===== src/logic/cmpsel_cfg.svh =====
// constants for the comparator input select register bank
// What this block does
// - zero-select register at index 0x9F: negative bits 7:4, positive 3:0, reset all ones
// - one-select register at index 0x9E, same layout, read/write, reset all ones
// - negative codes 0-7 pick odd P0/P1 pins, 8-10 pick P2.1/P2.3/P2.5
// - negative 1011 reserved, 1100 touch reference, 1101 half supply, 1110 digital, 1111 ground
// - positive codes 0-7 pick even P0/P1 pins, 8-11 pick P2.0 to P2.6
// - positive 1100 touch reference, 1101 half supply, 1110 battery, 1111 main supply
// - comparator-one fields decode exactly like the comparator-zero fields
// - half-supply divider enabled only while some field holds the divided-supply code
`ifndef CMPSEL_CFG_SVH
`define CMPSEL_CFG_SVH

`define CMPSEL_IDX_ONE 8'h9E
`define CMPSEL_IDX_ZERO 8'h9F
`define CMPSEL_RESET 8'hFF
`define CMPSEL_LINES_RESET 16'h8000
`define CMPSEL_NEG_MSB 7
`define CMPSEL_NEG_LSB 4
`define CMPSEL_POS_MSB 3
`define CMPSEL_POS_LSB 0
`define CMPSEL_CODE_HALF 4'hD
`define CMPSEL_NEG_RSVD_MASK 16'h0800
`define CMPSEL_POS_RSVD_MASK 16'h0000
`define CMPSEL_RESP_OKAY 2'h0
`define CMPSEL_RESP_SLVERR 2'h2

`endif


===== src/logic/cmpsel_pkg.sv =====
// types shared by the comparator input select bank
`default_nettype none
package cmpsel_pkg;
  typedef logic [3:0] sel_code_t;
  typedef logic [15:0] sel_lines_t;
  typedef logic [7:0] sel_byte_t;
  typedef enum {HIT_NONE, HIT_ZERO, HIT_ONE} reg_hit_t;
endpackage
`default_nettype wire


===== src/logic/sel_if.sv =====
// select code and decoded lines between register file and decoder
`default_nettype none
interface sel_if;
  import cmpsel_pkg::*;
  sel_code_t code;
  sel_lines_t lines;
  logic half_req;
  modport src (output code, input lines, input half_req);
  modport dec (input code, output lines, output half_req);
endinterface
`default_nettype wire


===== src/logic/sel_reg.sv =====
// one 8-bit select register with byte write
`include "cmpsel_cfg.svh"
`default_nettype none
module sel_reg
  import cmpsel_pkg::*;
(
  input wire logic clock_i, // system clock
  input wire logic rst_n_i, // sync reset, active low
  input wire logic wr_en_i, // write strobe
  input wire sel_byte_t wr_data_i, // write byte
  output logic [7:0] q_o // stored value
);
  sel_byte_t q_ff;
  sel_byte_t nxt_q;

  always_comb begin
    nxt_q = q_ff;
    if (wr_en_i) begin
      nxt_q = wr_data_i;
    end
  end

  always_ff @(posedge clock_i) begin
    if (!rst_n_i) begin
      q_ff <= `CMPSEL_RESET;
    end else begin
      q_ff <= nxt_q;
    end
  end

  assign q_o = q_ff;
endmodule
`default_nettype wire


===== src/logic/input_select_decoder.sv =====
// one-hot decoder for one 4-bit multiplexer select field
`include "cmpsel_cfg.svh"
`default_nettype none
module input_select_decoder
  import cmpsel_pkg::*;
#(
  parameter sel_lines_t RESERVED_MASK = 16'h0000
)(
  input wire logic clock_i, // system clock
  input wire logic rst_n_i, // sync reset, active low
  sel_if.dec sel // code in, lines out
);
  sel_lines_t lines_ff;
  sel_lines_t nxt_lines;
  logic half_ff;
  logic nxt_half;

  // line n carries source n of the multiplexer
  always_comb begin
    nxt_lines = (sel_lines_t'(16'h0001) << sel.code) & ~RESERVED_MASK;
    nxt_half = (sel.code == `CMPSEL_CODE_HALF);
  end

  // lines reset to the all-ones code, so ground or main supply is picked
  always_ff @(posedge clock_i) begin
    if (!rst_n_i) begin
      lines_ff <= `CMPSEL_LINES_RESET;
      half_ff <= 1'b0;
    end else begin
      lines_ff <= nxt_lines;
      half_ff <= nxt_half;
    end
  end

  assign sel.lines = lines_ff;
  assign sel.half_req = half_ff;
endmodule
`default_nettype wire


===== src/logic/comparator_input_select_regs.sv =====
// comparator input select registers behind an AXI4-Lite slave
`include "cmpsel_cfg.svh"
`default_nettype none
module comparator_input_select_regs
  import cmpsel_pkg::*;
#(
  parameter int ADDR_W = 12
)(
  input wire logic clock_i, // system clock, 100 MHz
  input wire logic rst_n_i, // sync reset, active low
  input wire logic [ADDR_W-1:0] s_axi_awaddr_i, // write address
  input wire logic s_axi_awvalid_i, // write address valid
  output logic s_axi_awready_o, // write address ready
  input wire logic [31:0] s_axi_wdata_i, // write data
  input wire logic [3:0] s_axi_wstrb_i, // write byte enables
  input wire logic s_axi_wvalid_i, // write data valid
  output logic s_axi_wready_o, // write data ready
  output logic [1:0] s_axi_bresp_o, // write response
  output logic s_axi_bvalid_o, // write response valid
  input wire logic s_axi_bready_i, // write response ready
  input wire logic [ADDR_W-1:0] s_axi_araddr_i, // read address
  input wire logic s_axi_arvalid_i, // read address valid
  output logic s_axi_arready_o, // read address ready
  output logic [31:0] s_axi_rdata_o, // read data
  output logic [1:0] s_axi_rresp_o, // read response
  output logic s_axi_rvalid_o, // read data valid
  input wire logic s_axi_rready_i, // read data ready
  output logic [15:0] comp_zero_negative_lines_o, // one-hot minus mux select, all zero for reserved code 1011
  output logic [15:0] comp_zero_positive_lines_o, // one-hot plus mux select
  output logic [15:0] comp_one_negative_lines_o, // one-hot minus mux select, all zero for reserved code 1011
  output logic [15:0] comp_one_positive_lines_o, // one-hot plus mux select
  output logic half_divider_enable_o // supply half divider on
);
  localparam int IDX_W = ADDR_W - 2;

  // word index of a byte address; low two bits ignored
  function automatic reg_hit_t decode_hit(input logic [ADDR_W-1:0] addr);
    reg_hit_t hit;
    hit = HIT_NONE;
    if (addr[ADDR_W-1:2] == IDX_W'(`CMPSEL_IDX_ZERO)) begin
      hit = HIT_ZERO;
    end else if (addr[ADDR_W-1:2] == IDX_W'(`CMPSEL_IDX_ONE)) begin
      hit = HIT_ONE;
    end
    return hit;
  endfunction

  // write address holding
  logic aw_held_ff;
  logic nxt_aw_held;
  logic [ADDR_W-1:0] aw_addr_ff;
  logic [ADDR_W-1:0] nxt_aw_addr;

  // write data holding
  logic w_held_ff;
  logic nxt_w_held;
  sel_byte_t w_data_ff;
  sel_byte_t nxt_w_data;
  logic w_strb_ff;
  logic nxt_w_strb;

  // write response
  logic bvalid_ff;
  logic nxt_bvalid;
  logic [1:0] bresp_ff;
  logic [1:0] nxt_bresp;

  // read channel
  logic rvalid_ff;
  logic nxt_rvalid;
  logic [31:0] rdata_ff;
  logic [31:0] nxt_rdata;
  logic [1:0] rresp_ff;
  logic [1:0] nxt_rresp;

  // divider enable
  logic half_ff;
  logic nxt_half;

  logic aw_take;
  logic w_take;
  logic ar_take;
  logic aw_now;
  logic w_now;
  logic do_write;
  logic [ADDR_W-1:0] wr_addr;
  sel_byte_t wr_byte;
  logic wr_strb;
  reg_hit_t wr_hit;
  reg_hit_t rd_hit;
  logic zero_wr_en;
  logic one_wr_en;
  logic [7:0] zero_q;
  logic [7:0] one_q;

  sel_if zero_neg_if ();
  sel_if zero_pos_if ();
  sel_if one_neg_if ();
  sel_if one_pos_if ();

  // new address and data are refused while a response waits, so one write at a time
  assign s_axi_awready_o = !aw_held_ff && !bvalid_ff;
  assign s_axi_wready_o = !w_held_ff && !bvalid_ff;
  assign s_axi_arready_o = !rvalid_ff;

  assign aw_take = s_axi_awvalid_i && s_axi_awready_o;
  assign w_take = s_axi_wvalid_i && s_axi_wready_o;
  assign ar_take = s_axi_arvalid_i && s_axi_arready_o;

  // the write fires in the cycle its second half arrives
  assign aw_now = aw_held_ff || aw_take;
  assign w_now = w_held_ff || w_take;
  assign do_write = aw_now && w_now && !bvalid_ff;

  assign wr_addr = aw_held_ff ? aw_addr_ff : s_axi_awaddr_i;
  assign wr_byte = w_held_ff ? w_data_ff : s_axi_wdata_i[7:0];
  assign wr_strb = w_held_ff ? w_strb_ff : s_axi_wstrb_i[0];

  always_comb begin
    wr_hit = decode_hit(wr_addr);
    rd_hit = decode_hit(s_axi_araddr_i);
  end

  // only lane 0 carries register bits; upper lanes are dropped
  assign zero_wr_en = do_write && wr_strb && (wr_hit == HIT_ZERO);
  assign one_wr_en = do_write && wr_strb && (wr_hit == HIT_ONE);

  always_comb begin
    nxt_aw_held = aw_held_ff;
    nxt_aw_addr = aw_addr_ff;
    if (do_write) begin
      nxt_aw_held = 1'b0;
    end else if (aw_take) begin
      nxt_aw_held = 1'b1;
      nxt_aw_addr = s_axi_awaddr_i;
    end
  end

  always_comb begin
    nxt_w_held = w_held_ff;
    nxt_w_data = w_data_ff;
    nxt_w_strb = w_strb_ff;
    if (do_write) begin
      nxt_w_held = 1'b0;
    end else if (w_take) begin
      nxt_w_held = 1'b1;
      nxt_w_data = s_axi_wdata_i[7:0];
      nxt_w_strb = s_axi_wstrb_i[0];
    end
  end

  always_comb begin
    nxt_bvalid = bvalid_ff;
    nxt_bresp = bresp_ff;
    if (do_write) begin
      nxt_bvalid = 1'b1;
      nxt_bresp = (wr_hit == HIT_NONE) ? `CMPSEL_RESP_SLVERR : `CMPSEL_RESP_OKAY;
    end else if (bvalid_ff && s_axi_bready_i) begin
      nxt_bvalid = 1'b0;
    end
  end

  // unmapped reads answer zero with an error, mapped bits above 7 read zero
  always_comb begin
    nxt_rvalid = rvalid_ff;
    nxt_rdata = rdata_ff;
    nxt_rresp = rresp_ff;
    if (ar_take) begin
      nxt_rvalid = 1'b1;
      nxt_rresp = `CMPSEL_RESP_OKAY;
      unique case (rd_hit)
        HIT_ZERO: nxt_rdata = {24'h000000, zero_q};
        HIT_ONE: nxt_rdata = {24'h000000, one_q};
        HIT_NONE: begin
          nxt_rdata = 32'h00000000;
          nxt_rresp = `CMPSEL_RESP_SLVERR;
        end
      endcase
    end else if (rvalid_ff && s_axi_rready_i) begin
      nxt_rvalid = 1'b0;
    end
  end

  // divider draws current, so it follows the fields and nothing else
  always_comb begin
    nxt_half = zero_neg_if.half_req || zero_pos_if.half_req
      || one_neg_if.half_req || one_pos_if.half_req;
  end

  // write address holding register
  always_ff @(posedge clock_i) begin
    if (!rst_n_i) begin
      aw_held_ff <= 1'b0;
      aw_addr_ff <= '0;
    end else begin
      aw_held_ff <= nxt_aw_held;
      aw_addr_ff <= nxt_aw_addr;
    end
  end

  // write data holding register
  always_ff @(posedge clock_i) begin
    if (!rst_n_i) begin
      w_held_ff <= 1'b0;
      w_data_ff <= 8'h00;
      w_strb_ff <= 1'b0;
    end else begin
      w_held_ff <= nxt_w_held;
      w_data_ff <= nxt_w_data;
      w_strb_ff <= nxt_w_strb;
    end
  end

  // write response register
  always_ff @(posedge clock_i) begin
    if (!rst_n_i) begin
      bvalid_ff <= 1'b0;
      bresp_ff <= `CMPSEL_RESP_OKAY;
    end else begin
      bvalid_ff <= nxt_bvalid;
      bresp_ff <= nxt_bresp;
    end
  end

  // read response register; data reset keeps the bus free of unknowns
  always_ff @(posedge clock_i) begin
    if (!rst_n_i) begin
      rvalid_ff <= 1'b0;
      rdata_ff <= 32'h00000000;
      rresp_ff <= `CMPSEL_RESP_OKAY;
    end else begin
      rvalid_ff <= nxt_rvalid;
      rdata_ff <= nxt_rdata;
      rresp_ff <= nxt_rresp;
    end
  end

  // divider enable register
  always_ff @(posedge clock_i) begin
    if (!rst_n_i) begin
      half_ff <= 1'b0;
    end else begin
      half_ff <= nxt_half;
    end
  end

  sel_reg zero_reg (
    .clock_i (clock_i),
    .rst_n_i (rst_n_i),
    .wr_en_i (zero_wr_en),
    .wr_data_i (wr_byte),
    .q_o (zero_q)
  );

  sel_reg one_reg (
    .clock_i (clock_i),
    .rst_n_i (rst_n_i),
    .wr_en_i (one_wr_en),
    .wr_data_i (wr_byte),
    .q_o (one_q)
  );

  assign zero_neg_if.code = zero_q[`CMPSEL_NEG_MSB:`CMPSEL_NEG_LSB];
  assign zero_pos_if.code = zero_q[`CMPSEL_POS_MSB:`CMPSEL_POS_LSB];
  assign one_neg_if.code = one_q[`CMPSEL_NEG_MSB:`CMPSEL_NEG_LSB];
  assign one_pos_if.code = one_q[`CMPSEL_POS_MSB:`CMPSEL_POS_LSB];

  // stored code stays as written; only the decoded lines are masked
  input_select_decoder #(.RESERVED_MASK (`CMPSEL_NEG_RSVD_MASK)) zero_neg_dec (
    .clock_i (clock_i),
    .rst_n_i (rst_n_i),
    .sel (zero_neg_if)
  );

  input_select_decoder #(.RESERVED_MASK (`CMPSEL_POS_RSVD_MASK)) zero_pos_dec (
    .clock_i (clock_i),
    .rst_n_i (rst_n_i),
    .sel (zero_pos_if)
  );

  // same parameters as comparator zero, so both decode alike
  input_select_decoder #(.RESERVED_MASK (`CMPSEL_NEG_RSVD_MASK)) one_neg_dec (
    .clock_i (clock_i),
    .rst_n_i (rst_n_i),
    .sel (one_neg_if)
  );

  input_select_decoder #(.RESERVED_MASK (`CMPSEL_POS_RSVD_MASK)) one_pos_dec (
    .clock_i (clock_i),
    .rst_n_i (rst_n_i),
    .sel (one_pos_if)
  );

  assign s_axi_bvalid_o = bvalid_ff;
  assign s_axi_bresp_o = bresp_ff;
  assign s_axi_rvalid_o = rvalid_ff;
  assign s_axi_rdata_o = rdata_ff;
  assign s_axi_rresp_o = rresp_ff;
  assign comp_zero_negative_lines_o = zero_neg_if.lines;
  assign comp_zero_positive_lines_o = zero_pos_if.lines;
  assign comp_one_negative_lines_o = one_neg_if.lines;
  assign comp_one_positive_lines_o = one_pos_if.lines;
  assign half_divider_enable_o = half_ff;
endmodule
`default_nettype wire


===== config.mk =====
export PLATFORM = sky130hd
export DESIGN_NAME = comparator_input_select_regs
export DESIGN_NICKNAME = d
export VERILOG_FILES = /design/src/logic/cmpsel_pkg.sv /design/src/logic/sel_if.sv /design/src/logic/sel_reg.sv /design/src/logic/input_select_decoder.sv /design/src/logic/comparator_input_select_regs.sv
export VERILOG_INCLUDE_DIRS = /design/src /design/src/logic
export SDC_FILE = /design/constraint.sdc
export NUM_CORES = 1
export LEC_CHECK = 0
export CAP_MARGIN = 20
export CORE_MARGIN = 5
export CORE_UTILIZATION = 45
export CTS_CLUSTER_DIAMETER = 150
export DETAILED_ROUTE_END_ITERATION = 12
export DONT_BUFFER_PORTS = 1
export HOLD_SLACK_MARGIN = 0.02
export PLACE_DENSITY_LB_ADDON = 0.25
export SLEW_MARGIN = 15
export SYNTH_ARGS = -nofsm -noshare
export SYNTH_HDL_FRONTEND = slang
export SYNTH_SLANG_ARGS = --single-unit

===== constraint.sdc =====
create_clock -name clock_i -period 2.15 [get_ports clock_i]
set_input_delay 0.43 -clock clock_i [delete_from_list [all_inputs] [get_ports clock_i]]
set_output_delay 0.43 -clock clock_i [all_outputs]
set_load 0.05 [all_outputs]

# Yosys cells after proc, flatten, opt, wreduce, memory -nomap -nowiden
# Index checks and enable logic that the tools add are counted.
[totals]
ff_bits = 146
inputBits = 67
output_inout_bits = 106
word_cells = 83
[classes]
n_eq_ne = 12
shifts = 4
mux = 14
bitwise_logic = 2
reduce_logical = 28
[ops]
columns = ["op", "count"]
rows = [
  ["case mux 32 bit (3 select lines)", 1],
  ["== test 32 x 2 -> 1 bit (second input constant)", 2],
  ["zero test 32 bit", 2],
  ["left shift 1 x 4 -> 16 bit (first input constant)", 4],
  ["== test 10 x 8 -> 1 bit (second input constant)", 4],
  ["== test 32 x 1 -> 1 bit (second input constant)", 1],
  ["== test 32 x 3 -> 1 bit (second input constant)", 1],
  ["== test 4 bit (second input constant)", 4],
  ["logical AND 1 bit", 12],
  ["two-way mux 12 bit", 1],
  ["two-way mux 2 bit", 6],
  ["two-way mux 8 bit", 1],
  ["logical OR 1 bit", 5],
  ["two-way mux 1 bit", 5],
  ["zero test 1 bit", 4],
  ["AND reduction 2 bit", 2],
  ["nonzero test 2 bit", 2],
  ["inverter 1 bit", 2],
  ["OR reduction 2 bit", 1],
]

# Longest topological paths before layout
[depth]
depth_word = 8
mapped_depth = 6
depth_no_buf = 4

# By module
# From an unflattened synthesis, not the netlist that was laid out.
[hier_totals]
cells_unflattened = 438
area_unflattened_um2 = 4339.2
[by_module_without_submodules]
columns = ["mod", "instances", "cells_each", "area_per_inst_um2", "seq_area_each_um2"]
rows = [
  ["comparator_input_select_regs", 1, 218, 1926.8, 680.7],
  ["input_select_decoder (one_pos_dec ...)", 2, 42, 466.7, 340.3],
  ["input_select_decoder (one_neg_dec ...)", 2, 42, 454.2, 320.3],
  ["sel_reg", 2, 26, 285.3, 160.2],
]

# Worst setup path before layout
# No wires, ideal clock.
[synth_timing]
kind = "input-to-reg"
startpoint = "in s_axi_awaddr_i[11]"
endpoint = "reg one_reg.q_ff[0] (netlist: one_reg.q_o[0])"
setup_time_ns = 0.072
arrival_ns = 2.230
path_slack_ns = -0.152
path_stages = 4
n_path_buf = 0
cell_sequence = "or4b_1 > or4_4 > a2111oi_4 > mux2i_1"
[synth_via]
elab_chain_len = 6
elab_cells_between_ends = 7
cone_classes = "3 x eq/ne; 3 x mux; 1 x reduce/logical"
[synth_lines]
columns = ["item", "line", "source"]
rows = [
  ["start, declared", "comparator_input_select_regs.sv:11", "input wire logic [ADDR_W-1:0] s_axi_awaddr_i,"],
  ["two-way mux 12 bit *", "comparator_input_select_regs.sv:115", "assign wr_addr = aw_held_ff ? aw_addr_ff : s_axi_awaddr_i;"],
  ["== test 10 x 8 -> 1 bit", "comparator_input_select_regs.sv:42", "end else if (addr[ADDR_W-1:2] == IDX_W'(`CMPSEL_IDX_ONE)) begin"],
  ["two-way mux 2 bit", "comparator_input_select_regs.sv:42", ""],
  ["two-way mux 2 bit *", "comparator_input_select_regs.sv:40", "if (addr[ADDR_W-1:2] == IDX_W'(`CMPSEL_IDX_ZERO)) begin"],
  ["== test 32 x 3 -> 1 bit *", "comparator_input_select_regs.sv:126", "assign one_wr_en = do_write && wr_strb && (wr_hit == HIT_ONE);"],
  ["logical AND 1 bit *", "comparator_input_select_regs.sv:126", ""],
  ["end signal, assigned", "sel_reg.sv:25", "q_ff <= `CMPSEL_RESET;"],
  ["end signal, assigned", "sel_reg.sv:27", "q_ff <= nxt_q;"],
  ["end, declared", "sel_reg.sv:13", "sel_byte_t q_ff;"],
]
# Mark *: on every way between the ends. The rest lies on a longest branch, timed or not.
# A chain may end at the register's enable or synchronous reset.

# Worst setup path in the final report
[layout_timing]
startpoint = "reg aw_held_ff"
endpoint = "reg zero_reg.q_ff[6] (netlist: zero_reg.q_o[6])"
[layout_via]
elab_chain_len = 8
elab_cells_between_ends = 14
cone_classes = "3 x eq/ne; 3 x mux; 8 x reduce/logical"
[layout_lines]
columns = ["item", "line", "source"]
rows = [
  ["start, declared", "comparator_input_select_regs.sv:49", "logic aw_held_ff;"],
  ["start signal, assigned", "comparator_input_select_regs.sv:196", "aw_held_ff <= nxt_aw_held;"],
  ["branches (longest 7 deep; another with == test 32 x 2 -> 1 bit)", "--", ""],
  ["logical AND 1 bit *", "comparator_input_select_regs.sv:125", "assign zero_wr_en = do_write && wr_strb && (wr_hit == HIT_ZERO);"],
  ["end signal, assigned", "sel_reg.sv:25", ""],
  ["end signal, assigned", "sel_reg.sv:27", ""],
  ["end, declared", "sel_reg.sv:13", ""],
]
# Mark *: on every way between the ends.

==> results by group <==
Worst hold path
  – HP Class: primary input to flop
  – Hold path depth: 1

Route
  – WL/cell: 15.2 um
  – Final WL: 8630 um
  – Initial DRC Count: 148
  – Vias: 2709
  – Post-route ant nets: 0
  – Pre-antenna DRT Iters: 4
  – Drc violations: 0
  – Vias per inst: 4.79

Clock network
  – TritonCTS buffer count: 17
  – Clock Latency Late Sink: 0.50 ns
  – TritonCTS clock tree: built
  – Clock Pin Slew Worst Setup and Hold Paths: 0.06 ns
  – H-tree levels: 4
  – Setup Buffers After CTS: 0
  – Clk buf depth: 2
  – Root Buffer: clkbuf_8
  – TritonCTS Sinks: 116

Synthesis
  – Largest cells by area after synthesis: dfxtp_1 (54%), mux2i_1 (11%), nor2b_1 (6.3%)
  – EDFF count, synth: 0
  – Syn Area/Cell: 10.2 sq um
  – Synth Warn #: 0
  – Post-synth ARST share: 0%
  – Sequential area share after synthesis: 54.4%
  – Post-Syn Area: 4270 sq um
  – Post-synth top area cell: dfxtp_1
  – Synth unique cells: 33
  – Synth Instances: 417
  – Top cell type's share of synthesized area: 54.4%
  – Ys flop type: dfxtp_1
  – #FFs+latches synth: 116

Layout
  – Share of cells above drive strength 1: 12.4%
  – Design Area, Final: 4910 sq um
  – Layout fillers: 823
  – Final core occ: 53.2%
  – Ant. Diodes: 0
  – Area grow syn2layout: 15.1%
  – Nets: 491

Timing
  – Final Skew: 0.0120 ns
  – F_max: 465 MHz
  – Final worst setup slack: -0.000159 ns
  – Final min period: 2.15 ns
  – Worst slew pin tran: 0.598 ns
  – Final setup viols: 1
  – Period utilization: 100%
  – Post-route setup TNS: -0.000159 ns
  – Unrepaired setup endpoints after global routing: yes
  – Max transition margin: 60.0%
  – Final hold violations: 0
  – Fin. max-slew vios: 0

Pwr
  – Overall power: 5220 uW
  – Switching Fraction: 24.0%
  – Combinational Power Share: 6.4%
  – Sequential Power Share: 42.3%
  – Leakage: 0.00200 uW
  – Max IR drop VDD: 0.000520 V
  – Clock share of power: 51.3%
  – Power per cell area: 1060 nW/um^2
  – P_int: 3970 uW
  – P_sw: 1260 uW

Critical path
  – Critical path required time: 2.51 ns
  – WS Path Type: flop to flop
  – Worst R2R Path Depth: 5
  – Startpoint types: flop
  – CP max FO: 8
  – Critical Path Sink Type: flop
  – Worst path arrival time: 2.51 ns

Place
  – I/O Buffers: 0
  – Pre-CTS WS: -0.0887 ns
  – Placer congestion estimate: 0.745
  – Dpl hpwl: 6100 um
  – Placed inst area: 4320 sq um

Global route
  – Largest net degree at the start of global routing: 65
  – Total track usage: 15.1%
  – GR Overflow Total: 0
  – Initial antenna violation count: 0
  – First-pass GRT wire length: 13500 um
  – Vias in the first global route: 2704

Die
  – Row count: 35
  – Die ar.: 11500 sq um
  – Die width: 107 um
  – I/O Pins: 173
  – Initial Util: 46.2%
  – Core area: 9240 sq um
  – Die H: 107 um

Flow run
  – Maxcap violations: 0

Status
  – Outcome: finished, violations left
  – Failing checks: setup timing
-- registers in the layout, indices dropped and copies added (netlist names), 8 cells and up --
| signal | cells |
|---|---|
| one_pos_dec.sel.lines | 16 |
| zero_pos_dec.sel.lines | 16 |
| one_neg_dec.sel.lines | 15 |
| zero_neg_dec.sel.lines | 15 |
| aw_addr_ff | 10 |
| one_reg.q_o | 8 |
| s_axi_rdata_o | 8 |
| w_data_ff | 8 |
| zero_reg.q_o | 8 |
-- cell families (layout without fill, tap and decap cells) --
logic type,count (synthesis),in the layout,share of synthesized area [%]
and+or+nand+nor,172,172,21.3
DFF,116,116,54.4
muxes,54,54,12.9
buffers and inverters,53,46,7.33
AOI/OAI and AO/OA,21,21,3.99
other,1,28,0.0878
-- power by group through the flow --
stage / Combinational, uW / Clock (uW) / Sequential (uW)
6_report: 334 / 2680 / 2210
5_1_grt: 356 / 2860 / 2210
4_1_cts: 334 / 2750 / 2210
3_5_place_dp: 330 / 0 / 2250
3_3_place_gp: 328 / 0 / 2250
2_1_floorplan: 329 / 0 / 2270
-- critical path, cell delays in order, from the launching register on --
cell and delay [ns]:
dfxtp_1 0.31, or4b_1 0.50, or4_4 0.46, a2111o_1 0.45, buf_6 0.16, mux2i_1 0.13
-- worst paths after layout --
path	slack, ns	startpoint	to
worst max-delay path	-0.0002	aw_held_ff$_SDFFE_PP0P_	zero_reg.q_o[6]$_SDFFE_PN1P_
worst min-delay path	0.07	s_axi_arvalid_i	s_axi_rvalid_o$_SDFFE_PN0P_
worst max register to register	-0.0002	aw_held_ff$_SDFFE_PP0P_	zero_reg.q_o[6]$_SDFFE_PN1P_
worst min register to register	0.47	one_pos_dec.sel.half_req$_SDFF_PN0_	half_divider_enable_o$_SDFF_PN0_
-- final cells by class --
class / count / area [sq um] / area share (%)
flip-flops and latches: 116 / 2320 / 47.3
repair buffers: 11 / 101 / 2.06
clock buffers: 18 / 428 / 8.71
clock inverters: 14 / 154 / 3.13
well taps: 129 / 161 / 3.28
inverters: 3 / 11.3 / 0.229
multi-input cells: 275 / 1740 / 35.3
-- synth_stat cells, types with 8 or more instances --
cell and instances:
clkbuf_1 19, mux2i_1 45, and2_1 8, buf_4 28
a22oi_1 8, nand2b_1 15, nor3_1 18, nor2_1 51
dfxtp_1 116, mux2_2 9, nor2b_1 43, nand2_1 17
-- repair_timing --
action	in CTS	in global routing
setup endpoints to repair	0	16
gates resized for setup	0	1
hold buffers	1	0
endpoints found under the hold margin	4	0
-- routing by layer --
layer  GRT usage (%)  part of all wire, %  up-vias  wire length [um]
met5               0                    0        -                 0
met1            17.9                   43     1262              3690
met3            7.08                  8.2        8               710
met4            6.22                  1.1        0                91
li1                -                    -     1345                 -
met2            23.6                   48       94              4130
-- metrics by stage --
step | cells | hold slack (ns)
after global placement | 533 | 0.433
after global routing | 566 | 0.0509
after floorplan | 444 | 0.419
after CTS | 566 | 0.0430
final | 566 | 0.0737
after detailed placement | 533 | 0.438
-- cell usage in the layout (no fill, tap or decap), types with 5 or more instances in the layout --
cell type,n
clkbuf_16,16
o21ai_0,5
nand2b_1,15
nor3_1,18
nand2_1,17
dfxtp_1,116
nand3_1,5
nor2_1,51
nor2b_1,43
conb_1,28
a22oi_1,8
buf_4,8
and2_1,8
mux2_2,9
mux2i_1,45
clkinv_4,5
(Power assumes the default switching activity.)
